File: src/osc_ctrl_pkg.sv
package osc_ctrl_pkg;

	// Register byte offsets
	localparam logic [11:0] ext_osc_ctrl_offset   = 12'h000;
	localparam logic [11:0] ext32k_ctrl_offset    = 12'h004;
	localparam logic [11:0] int32k_ctrl_offset    = 12'h008;
	localparam logic [11:0] status_offset         = 12'h00c;
	localparam logic [11:0] irq_enable_offset     = 12'h010;
	localparam logic [11:0] irq_flag_offset       = 12'h014;

	// Field positions in the oscillator control words
	localparam int enable_pos        = 1;
	localparam int crystal_sel_pos   = 2;
	localparam int out_32k_pos       = 3;
	localparam int out_1k_pos        = 4;
	localparam int auto_amp_pos      = 5;
	localparam int run_stdby_pos     = 6;
	localparam int run_req_pos       = 7;
	localparam int startup_pos       = 8;
	localparam int gain_pos          = 12;
	localparam int trim_pos          = 16;

	// Status and interrupt bit positions
	localparam int ext_osc_bit       = 0;
	localparam int ext32k_bit        = 1;
	localparam int int32k_bit        = 2;

	// Values after reset
	localparam logic [31:0] ext_osc_ctrl_reset = 32'h0000_0080;
	localparam logic [31:0] ext32k_ctrl_reset  = 32'h0000_0080;
	localparam logic [31:0] int32k_ctrl_reset  = 32'h0000_0080;

	// Start-up base tick: 1 us at 100 MHz
	localparam int sys_clk_mhz       = 100;
	localparam int tick_time_us      = 1;
	localparam int tick_cycles       = tick_time_us * sys_clk_mhz;

	// Oscillator start-up sequencing
	typedef enum logic [2:0] {
		osc_off      = 3'b001,
		osc_starting = 3'b010,
		osc_ready    = 3'b100
	} osc_state_t;

	// Per oscillator decoded settings
	typedef struct packed {
		logic       enable;
		logic       crystal;
		logic       out_32k;
		logic       out_1k;
		logic       auto_amp;
		logic       run_stdby;
		logic       run_req;
		logic [3:0] startup;
		logic [3:0] gain;
		logic [6:0] trim;
	} osc_cfg_t;

	// Pin override group for one oscillator
	typedef struct packed {
		logic in_override;
		logic out_override;
	} pin_ctrl_t;

	// Sleep mode seen from the power manager
	typedef struct packed {
		logic idle;
		logic standby;
	} sleep_t;

endpackage

File: src/oscillator_control_ready_logic.sv
// Implementation choices: register access over APB and the register addresses.
`timescale 1ns/1ps
`default_nettype none
module oscillator_control_ready_logic
	import osc_ctrl_pkg::*;
#(
	parameter int startup_unit = tick_cycles
) (
	input  wire logic                 sys_clk,
	input  wire logic                 reset,
	input  wire logic                 por_reset,
	input  wire logic                 psel,
	input  wire logic                 penable,
	input  wire logic                 pwrite,
	input  wire logic [11:0]          paddr,
	input  wire logic [31:0]          pwdata,
	output logic                      pready,
	output logic                      pslverr,
	output logic [31:0]               prdata,
	input  wire osc_ctrl_pkg::sleep_t sleep_mode,
	input  wire logic                 ext_osc_request,
	input  wire logic                 int32k_request,
	input  wire logic [2:0]           ready_raw,
	output osc_ctrl_pkg::pin_ctrl_t   main_pins,
	output osc_ctrl_pkg::pin_ctrl_t   slow_pins,
	output logic                      ext_osc_run,
	output logic                      ext_osc_clk_gate,
	output logic                      ext_osc_auto_amp,
	output logic [3:0]                ext_osc_gain,
	output logic                      ext32k_run,
	output logic                      ext32k_gate_32k,
	output logic                      ext32k_gate_1k,
	output logic                      int32k_run,
	output logic                      int32k_gate_32k,
	output logic                      int32k_gate_1k,
	output logic [6:0]                int32k_trim,
	output logic                      irq
);
	import osc_ctrl_pkg::*;

	// State of the block apart from the slow control word
	typedef struct packed {
		logic [31:0]  main_ctrl;      // Main oscillator control word
		logic [31:0]  int_ctrl;       // Internal oscillator control word
		logic [6:0]   trim_pending;   // Trim written, waiting to commit
		logic         trim_wait;      // Pending trim not yet applied
		logic [2:0]   irq_en;         // Interrupt enables
		logic [2:0]   irq_flag;       // Sticky ready-edge flags
		logic [2:0]   sync1;          // First synchroniser stage
		logic [2:0]   sync2;          // Second synchroniser stage
		logic [2:0]   ready_q;        // Previous ready, edge detection
		osc_state_t   main_st;        // Main oscillator sequencing
		logic [23:0]  main_cnt;       // Main start-up counter, wide enough for the longest setting
		logic         pready;
		logic         pslverr;
		logic [31:0]  prdata;
		pin_ctrl_t    main_pins;
		pin_ctrl_t    slow_pins;
		logic         ext_osc_run;
		logic         ext_osc_clk_gate;
		logic         ext_osc_auto_amp;
		logic [3:0]   ext_osc_gain;
		logic         ext32k_run;
		logic         ext32k_gate_32k;
		logic         ext32k_gate_1k;
		logic         int32k_run;
		logic         int32k_gate_32k;
		logic         int32k_gate_1k;
		logic [6:0]   int32k_trim;
		logic         irq;
	} state_t;

	state_t state;       // Registered state
	state_t next_state;  // Next state
	logic [31:0] slow_ctrl;       // Slow external control, power-on domain
	logic [31:0] next_slow_ctrl;  // Next slow external control word

	// Access phase of an APB transfer
	logic        access;
	logic        wr;
	logic        slow_wr;
	logic [23:0] startup_len;
	logic        main_want;
	logic [2:0]  ready_now;   // Ready bits as software sees them

	// Decoded fields of the main, slow and internal control words
	logic main_en, main_xtal, slow_en, slow_xtal, int_en;
	assign main_en   = state.main_ctrl[enable_pos];
	assign main_xtal = state.main_ctrl[crystal_sel_pos];
	assign slow_en   = slow_ctrl[enable_pos];
	assign slow_xtal = slow_ctrl[crystal_sel_pos];
	assign int_en    = state.int_ctrl[enable_pos];
	assign access    = psel && penable;
	assign wr        = access && pwrite;
	// Only the first access cycle, while pready is still low, writes, so a held request lands once
	assign slow_wr   = wr && !state.pready && (paddr == ext32k_ctrl_offset);

	// Start-up length: 2^startup units of the base tick
	assign startup_len = 24'(startup_unit) << state.main_ctrl[startup_pos +: 4];

	// Main ready only once its own start-up time is over
	// A raw ready alone could announce a clock that is still masked
	assign ready_now = {state.sync2[int32k_bit], state.sync2[ext32k_bit],
		state.sync2[ext_osc_bit] && (state.main_st == osc_ready)};

	// Sleep policy decides whether the main oscillator runs
	// Request gates idle running when run_on_request set
	always_comb begin
		main_want = 1'b0;
		if (!main_en) begin
			main_want = 1'b0;
		end else if (sleep_mode.standby) begin
			if (!state.main_ctrl[run_stdby_pos]) begin
				main_want = 1'b0;
			end else begin
				main_want = !state.main_ctrl[run_req_pos] || ext_osc_request;
			end
		end else if (sleep_mode.idle) begin
			main_want = !state.main_ctrl[run_req_pos] || ext_osc_request;
		end else begin
			main_want = 1'b1;
		end
	end

	// Slow external control word, cleared only by power-on reset
	always_comb begin
		next_slow_ctrl = slow_ctrl;
		if (slow_wr) begin
			next_slow_ctrl = pwdata;
		end
	end

	// Slow oscillator off at power-on only
	// Ordinary reset leaves slow oscillator running
	always_ff @(posedge sys_clk) begin
		if (por_reset) begin
			slow_ctrl <= ext32k_ctrl_reset;
		end else begin
			slow_ctrl <= next_slow_ctrl;
		end
	end

	// Next state of the block apart from the slow control word
	always_comb begin
		next_state = state;
		next_state.pready  = 1'b0;
		next_state.pslverr = 1'b0;

		next_state.sync1   = ready_raw;
		next_state.sync2   = state.sync1;
		next_state.ready_q = ready_now;

		// Bus slave: one wait state, answer on second access cycle
		if (access && !state.pready) begin
			next_state.pready = 1'b1;
			next_state.prdata = 32'h0000_0000;
			unique case (paddr)
				ext_osc_ctrl_offset: begin
					next_state.prdata = state.main_ctrl;
					if (pwrite) begin
						next_state.main_ctrl = pwdata;
					end
				end
				ext32k_ctrl_offset: begin
					next_state.prdata = slow_ctrl;
				end
				int32k_ctrl_offset: begin
					next_state.prdata = state.int_ctrl;
					if (pwrite) begin
						next_state.int_ctrl     = pwdata;
						next_state.trim_pending = pwdata[trim_pos +: 7];
						next_state.trim_wait    = 1'b1;
					end
				end
				status_offset: begin
					next_state.prdata = {29'h0000_0000, ready_now};
				end
				irq_enable_offset: begin
					next_state.prdata = {29'h0000_0000, state.irq_en};
					if (pwrite) begin
						next_state.irq_en = pwdata[2:0];
					end
				end
				irq_flag_offset: begin
					next_state.prdata = {29'h0000_0000, state.irq_flag};
					if (pwrite) begin
						next_state.irq_flag = state.irq_flag & ~pwdata[2:0];
					end
				end
				default: begin
					next_state.pslverr = 1'b1;
				end
			endcase
		end

		// Rising edge of ready sets flag, set beats clear
		// Same edge capture for the slow oscillator
		next_state.irq_flag = next_state.irq_flag | (ready_now & ~state.ready_q);
		// Mask taken from the new enables so irq never outlives a cleared enable
		next_state.irq = |(next_state.irq_flag & next_state.irq_en);

		// Trim reaches oscillator only once ready is high
		if (state.trim_wait && state.sync2[int32k_bit] && int_en) begin
			next_state.int32k_trim = state.trim_pending;
			next_state.trim_wait   = 1'b0;
		end

		// Main start-up sequencing masks the output
		// Ready follows the elapsed start-up time
		unique case (state.main_st)
			osc_off: begin
				next_state.main_cnt = 24'h00_0000;
				if (main_want) begin
					next_state.main_st = osc_starting;
				end
			end
			osc_starting: begin
				if (!main_want) begin
					next_state.main_st = osc_off;
				end else if (state.main_cnt >= startup_len) begin
					next_state.main_st = osc_ready;
				end else begin
					next_state.main_cnt = state.main_cnt + 24'h00_0001;
				end
			end
			osc_ready: begin
				if (!main_want) begin
					next_state.main_st = osc_off;
				end
			end
		endcase

		next_state.ext_osc_run      = main_want;
		next_state.ext_osc_clk_gate = (state.main_st == osc_ready) && main_want;
		// Gain passed straight from software setting
		next_state.ext_osc_gain     = state.main_ctrl[gain_pos +: 4];
		// Amplitude loop only in crystal mode
		next_state.ext_osc_auto_amp = main_en && main_xtal && state.main_ctrl[auto_amp_pos];

		// External clock takes input pin only
		next_state.main_pins.in_override  = main_en;
		next_state.main_pins.out_override = main_en && main_xtal;

		// Slow oscillator pin override by mode
		next_state.slow_pins.in_override  = slow_en;
		next_state.slow_pins.out_override = slow_en && slow_xtal;

		// Slow oscillator runs regardless of sleep mode
		next_state.ext32k_run = slow_en;
		// Slow outputs held off until ready
		// Slow outputs only in crystal mode
		next_state.ext32k_gate_32k = slow_en && slow_xtal && state.sync2[ext32k_bit]
			&& slow_ctrl[out_32k_pos];
		next_state.ext32k_gate_1k  = slow_en && slow_xtal && state.sync2[ext32k_bit]
			&& slow_ctrl[out_1k_pos];

		// Internal oscillator follows its enable bit; request gates it in idle only, and standby stops it unless run_in_standby is set
		next_state.int32k_run = int_en && (!sleep_mode.idle || !state.int_ctrl[run_req_pos]
			|| int32k_request) && (!sleep_mode.standby || state.int_ctrl[run_stdby_pos]);
		// Internal outputs gated by their enable bits
		next_state.int32k_gate_32k = int_en && state.sync2[int32k_bit] && state.int_ctrl[out_32k_pos];
		next_state.int32k_gate_1k  = int_en && state.sync2[int32k_bit] && state.int_ctrl[out_1k_pos];
	end

	// Register the state
	always_ff @(posedge sys_clk) begin
		if (reset) begin
			state           <= '0;
			state.main_ctrl <= ext_osc_ctrl_reset;
			state.int_ctrl  <= int32k_ctrl_reset;
			state.main_st   <= osc_off;
			// Slow oscillator side rides through an ordinary reset
			state.slow_pins       <= next_state.slow_pins;
			state.ext32k_run      <= next_state.ext32k_run;
			state.ext32k_gate_32k <= next_state.ext32k_gate_32k;
			state.ext32k_gate_1k  <= next_state.ext32k_gate_1k;
			// Synchronisers keep tracking so no false ready edge follows reset
			state.sync1           <= next_state.sync1;
			state.sync2           <= next_state.sync2;
			state.ready_q         <= next_state.ready_q;
		end else begin
			state <= next_state;
		end
	end

	// Outputs straight from flip-flops
	assign pready           = state.pready;
	assign pslverr          = state.pslverr;
	assign prdata           = state.prdata;
	assign main_pins        = state.main_pins;
	assign slow_pins        = state.slow_pins;
	assign ext_osc_run      = state.ext_osc_run;
	assign ext_osc_clk_gate = state.ext_osc_clk_gate;
	assign ext_osc_auto_amp = state.ext_osc_auto_amp;
	assign ext_osc_gain     = state.ext_osc_gain;
	assign ext32k_run       = state.ext32k_run;
	assign ext32k_gate_32k  = state.ext32k_gate_32k;
	assign ext32k_gate_1k   = state.ext32k_gate_1k;
	assign int32k_run       = state.int32k_run;
	assign int32k_gate_32k  = state.int32k_gate_32k;
	assign int32k_gate_1k   = state.int32k_gate_1k;
	assign int32k_trim      = state.int32k_trim;
	assign irq              = state.irq;

	// Disabled main oscillator leaves both pins free
	main_pins_free_a: assert property (@(posedge sys_clk) disable iff (reset)
		!main_en |=> !main_pins.in_override && !main_pins.out_override)
		else $error("main pins overridden while disabled");

	// Crystal mode drives both pins
	main_xtal_pins_a: assert property (@(posedge sys_clk) disable iff (reset)
		main_en && main_xtal |=> main_pins.out_override && main_pins.in_override)
		else $error("crystal mode missing pin override");

	// External clock mode leaves output pin free
	main_ext_pin_a: assert property (@(posedge sys_clk) disable iff (reset)
		main_en && !main_xtal |=> main_pins.in_override && !main_pins.out_override)
		else $error("external clock mode overrode output pin");

	// Standby without run_in_standby stops the oscillator
	standby_stop_a: assert property (@(posedge sys_clk) disable iff (reset)
		sleep_mode.standby && !state.main_ctrl[run_stdby_pos] |=> !ext_osc_run)
		else $error("main oscillator ran in standby");

	// Output never ungated while still starting
	startup_mask_a: assert property (@(posedge sys_clk) disable iff (reset)
		state.main_st != osc_ready |=> !ext_osc_clk_gate)
		else $error("main clock ungated during start-up");

	// Ready edge raises its flag
	ready_edge_a: assert property (@(posedge sys_clk) disable iff (reset)
		$rose(ready_now[ext_osc_bit]) |=> state.irq_flag[ext_osc_bit])
		else $error("ready edge lost");

	// Slow outputs absent in external clock mode
	slow_ext_out_a: assert property (@(posedge sys_clk) disable iff (reset)
		!slow_xtal |=> !ext32k_gate_32k && !ext32k_gate_1k)
		else $error("slow output in external clock mode");

	// Interrupt follows flag and mask
	irq_gate_a: assert property (@(posedge sys_clk) disable iff (reset)
		!(|(state.irq_flag & state.irq_en)) |-> !irq)
		else $error("interrupt without enabled flag");

	// Slow oscillator keeps running across an ordinary reset
	slow_keep_a: assert property (@(posedge sys_clk) disable iff (por_reset)
		slow_en && !slow_wr |=> slow_en)
		else $error("slow oscillator lost enable");

endmodule
`default_nettype wire

File: config.mk
export PLATFORM = sky130hd
export DESIGN_NAME = oscillator_control_ready_logic
export DESIGN_NICKNAME = d
export VERILOG_FILES = /design/src/osc_ctrl_pkg.sv /design/src/oscillator_control_ready_logic.sv
export SDC_FILE = /design/constraint.sdc
export NUM_CORES = 1
export LEC_CHECK = 0
export BUFFER_PORTS_ARGS = -buffer_cell sky130_fd_sc_hd__buf_2
export CELL_PAD_IN_SITES_DETAIL_PLACEMENT = 1
export CELL_PAD_IN_SITES_GLOBAL_PLACEMENT = 1
export CORE_MARGIN = 3
export CORE_UTILIZATION = 26
export DETAILED_ROUTE_END_ITERATION = 16
export GPL_TIMING_DRIVEN = 0
export HOLD_SLACK_MARGIN = 0.1
export PLACE_DENSITY_LB_ADDON = 0.1
export SLEW_MARGIN = 10
export SYNTH_ARGS = -nofsm -noshare
export SYNTH_HDL_FRONTEND = slang
export SYNTH_SLANG_ARGS = --single-unit
File: constraint.sdc
create_clock -name sys_clk -period 5.7 [get_ports sys_clk]
set_input_delay 0.57 -clock sys_clk [delete_from_list [all_inputs] [get_ports sys_clk]]
set_output_delay 0.57 -clock sys_clk [all_outputs]
set_load 0.05 [all_outputs]
==> summary.txt <==
outcome: finished clean
TritonCTS clock tree: built
Worst-Margin Slew: 1.01 ns
Ys Warns: 0
layout cells sized above 1: 17.1%
Startpoint Class: register
H-Tree Depth: 4
die area: 36600 sq um
setup TNS: 0 ns
Initial Utilization: 26.5%
CP Max Fanout: 10
Setup Fix Bufs, Post-CTS: 0
static leakage: 4.27 nW
Yosys cell types: 55
CTS root buf: clkbuf_16
Max Slew Vio Count: 0
final worst-path cycle share: 63.9%
number of nets in the layout: 1313
Total Routing Usage GR: 17.6%
DRC: 0
GRT overflow: 0
FP Rows: 67
drt pass-1 iters: 4
CTS Buf Count: 17
Syn Nets: 1181
Synth-to-Final Area Change: 18.8%
routed vias/inst: 4.68
largest net degree at the start of global routing: 18
ANT cells: 0
largest area contributor in the netlist: dfxtp_1
CP Class: register to register
#FFs+latches synth: 197
hold crit path type: input pin to register
synth top area cells: dfxtp_1 44%, nand2_1 11%, a21oi_1 7.1%, mux2i_1 6.9%, buf_4 4.0%
Synth top cells by count: 273 x nand2_1, 197 x dfxtp_1, 127 x a21oi_1
clk sinks: 197
unrepaired setup endpoints after global routing: no
Cell Area, Placed: 10100 sq um
Critical Path AT: 4.02 ns
post-route minimum period: 3.64 ns
# setup viols final: 0
Max Cap Viol: 0
DP HPWL: 23100 um
final worst-path setup slack: 2.06 ns
Setup crit end kind: register
Clock Latency Late Sink: 0.46 ns
Post-Syn Area per Cell: 8.14 sq um
CORE AREA: 33700 sq um
vias in the first global route: 8293
Slew HR: 31.7%
Post-Syn Area: 8930 sq um
DR vias: 7906
ys async rst share: 0%
Fmax: 0.274 GHz
DR WL/cell: 18.6 um
die height: 191 um
pwr/cell area: 259 nW/um^2
WP data required: 6.07 ns
post-CTS sizing: 0
Hold Fails Final Rpt: 0
PortBufs: 113
dpl ws: 2.12 ns
Die X: 191 um
final WL: 31500 um
synthesized instance count: 1098
clk buf depth: 2
VDD IR-drop max: 223 uV
clock-pin slew on the worst setup and hold paths: 0.08 ns
initial antenna violation count: 3
GPL Wtd Cong: 0.802
CTS hold repair buffers: 0
Worst Skew: 0.0119 ns
share of Yosys cell area claimed by the top area cell type: 44.1%
post-synthesis sequential area ratio: 44.1%
final instance area: 10600 sq um
Post-synth EDFFs: 0
boundary pin count: 116
first-pass GRT wire length: 48600 um
remaining antenna violation count: 0
most frequent cell after synthesis: nand2_1
initial drt markers: 314
Synth Flop Type: dfxtp_1
==> per-layer routing <==
metal	wire length, um	vias to the layer above	global-route usage [%]
met4	441	4	4.77
met5	40	-	0
met3	1200	27	3.26
met2	15000	127	29.4
li1	-	3942	-
met1	14900	3806	23.3
==> worst max-delay path, cell delays in order, from the launching register on <==
cell and delay [ns]:
dfxtp_1 0.54, inv_1 0.17, ha_1 0.37, inv_1 0.14, mux2_2 0.19, nand2_1 0.07, ha_1 0.34, nand4_1 0.10
nor4_1 0.54, o2111ai_1 0.34, clkbuf_1 0.34, nand3_1 0.19, mux2i_1 0.23
==> registers in the layout, indices dropped and copies added (netlist names), 2 cells and up <==
name / cells
state: 95
main_pins: 2
next_state: 9
ext_osc_gain: 4
int32k_trim: 7
slow_ctrl: 32
prdata: 32
==> metrics by stage <==
| stage | util (%) | instances | hold WS (ns) | total power (W) |
|---|---|---|---|---|
| final | 31.5 | 1690 | 0.215 | 0.00275 |
| after global routing | 31.5 | 1690 | 0.189 | 0.00287 |
| after CTS | 31.5 | 1690 | 0.185 | 0.00280 |
| after detailed placement | 29.9 | 1659 | 0.314 | 0.00159 |
| after global placement | 29.9 | 1659 | 0.314 | 0.00159 |
| after floorplan | - | 1098 | 0.310 | 0.00151 |
==> layout by cell type, fill, tap and decap left out, drive strengths merged, types with 2 or more instances in the layout <==
master / n
dfxtp: 197
o21ai: 45
nor4: 4
nor3b: 2
nor4b: 2
a21boi: 2
a31oi: 2
and3: 15
nor2: 64
and4: 4
or3: 21
nand3: 35
and2: 6
a2111oi: 2
mux4: 3
nor3: 14
nand3b: 4
ha: 26
clkinv: 8
clkinvlp: 4
or2: 2
mux2i: 62
nor2b: 11
inv: 14
nand4: 10
xnor2: 2
nand2b: 8
o221ai: 2
a211oi: 3
clkbuf: 71
o2111ai: 2
buf: 172
o22ai: 2
a21oi: 127
nand2: 273
a22oi: 9
==> area by class of cell <==
class	count	area [sq um]
plain buffers	113	643
clock buffers	17	425
clock inverters	14	131
fillers	4130	23100
inverters	13	48.8
multi-input cells	775	4300
flip-flops and latches	197	3940
well taps	448	561
repair buffers	113	566
==> kinds of logic (layout without fill, tap and decap cells) <==
logic type | after synthesis | count (layout) | synth area share [%]
AND/OR/NAND/NOR | 479 | 479 | 23.9
XOR/XNOR | 2 | 2 | 0.196
AO/OA/AOI/OAI | 202 | 202 | 12.5
multiplexers | 66 | 66 | 7.83
flip-flops | 197 | 197 | 44.1
adder cells (fa/ha/maj) | 26 | 26 | 3.64
buffers and inverters | 126 | 270 | 7.75
==> report_power, final <==
part           internal [W]  leakage, nW  total (W)  switching [W]
Clock              0.000605        0.264    0.00120       0.000591
Combinational     0.0000518         2.41   0.000169       0.000117
Sequential          0.00138         1.59    0.00139     0.00000571
==> path summary, 6_finish.rpt <==
| kind | start | to | slack (ns) | depth (start not counted) |
|---|---|---|---|---|
| hold reg to reg | next_state[90] | next_state[87] | 0.33 | 0 |
| setup / recovery | state[150] | state[80] | 2.06 | 12 |
| hold / removal | ready_raw[2] | next_state[91] | 0.21 | 1 |
| setup reg to reg | state[150] | state[80] | 2.06 | 12 |
No activity file was read; power rests on OpenSTA's default activity.
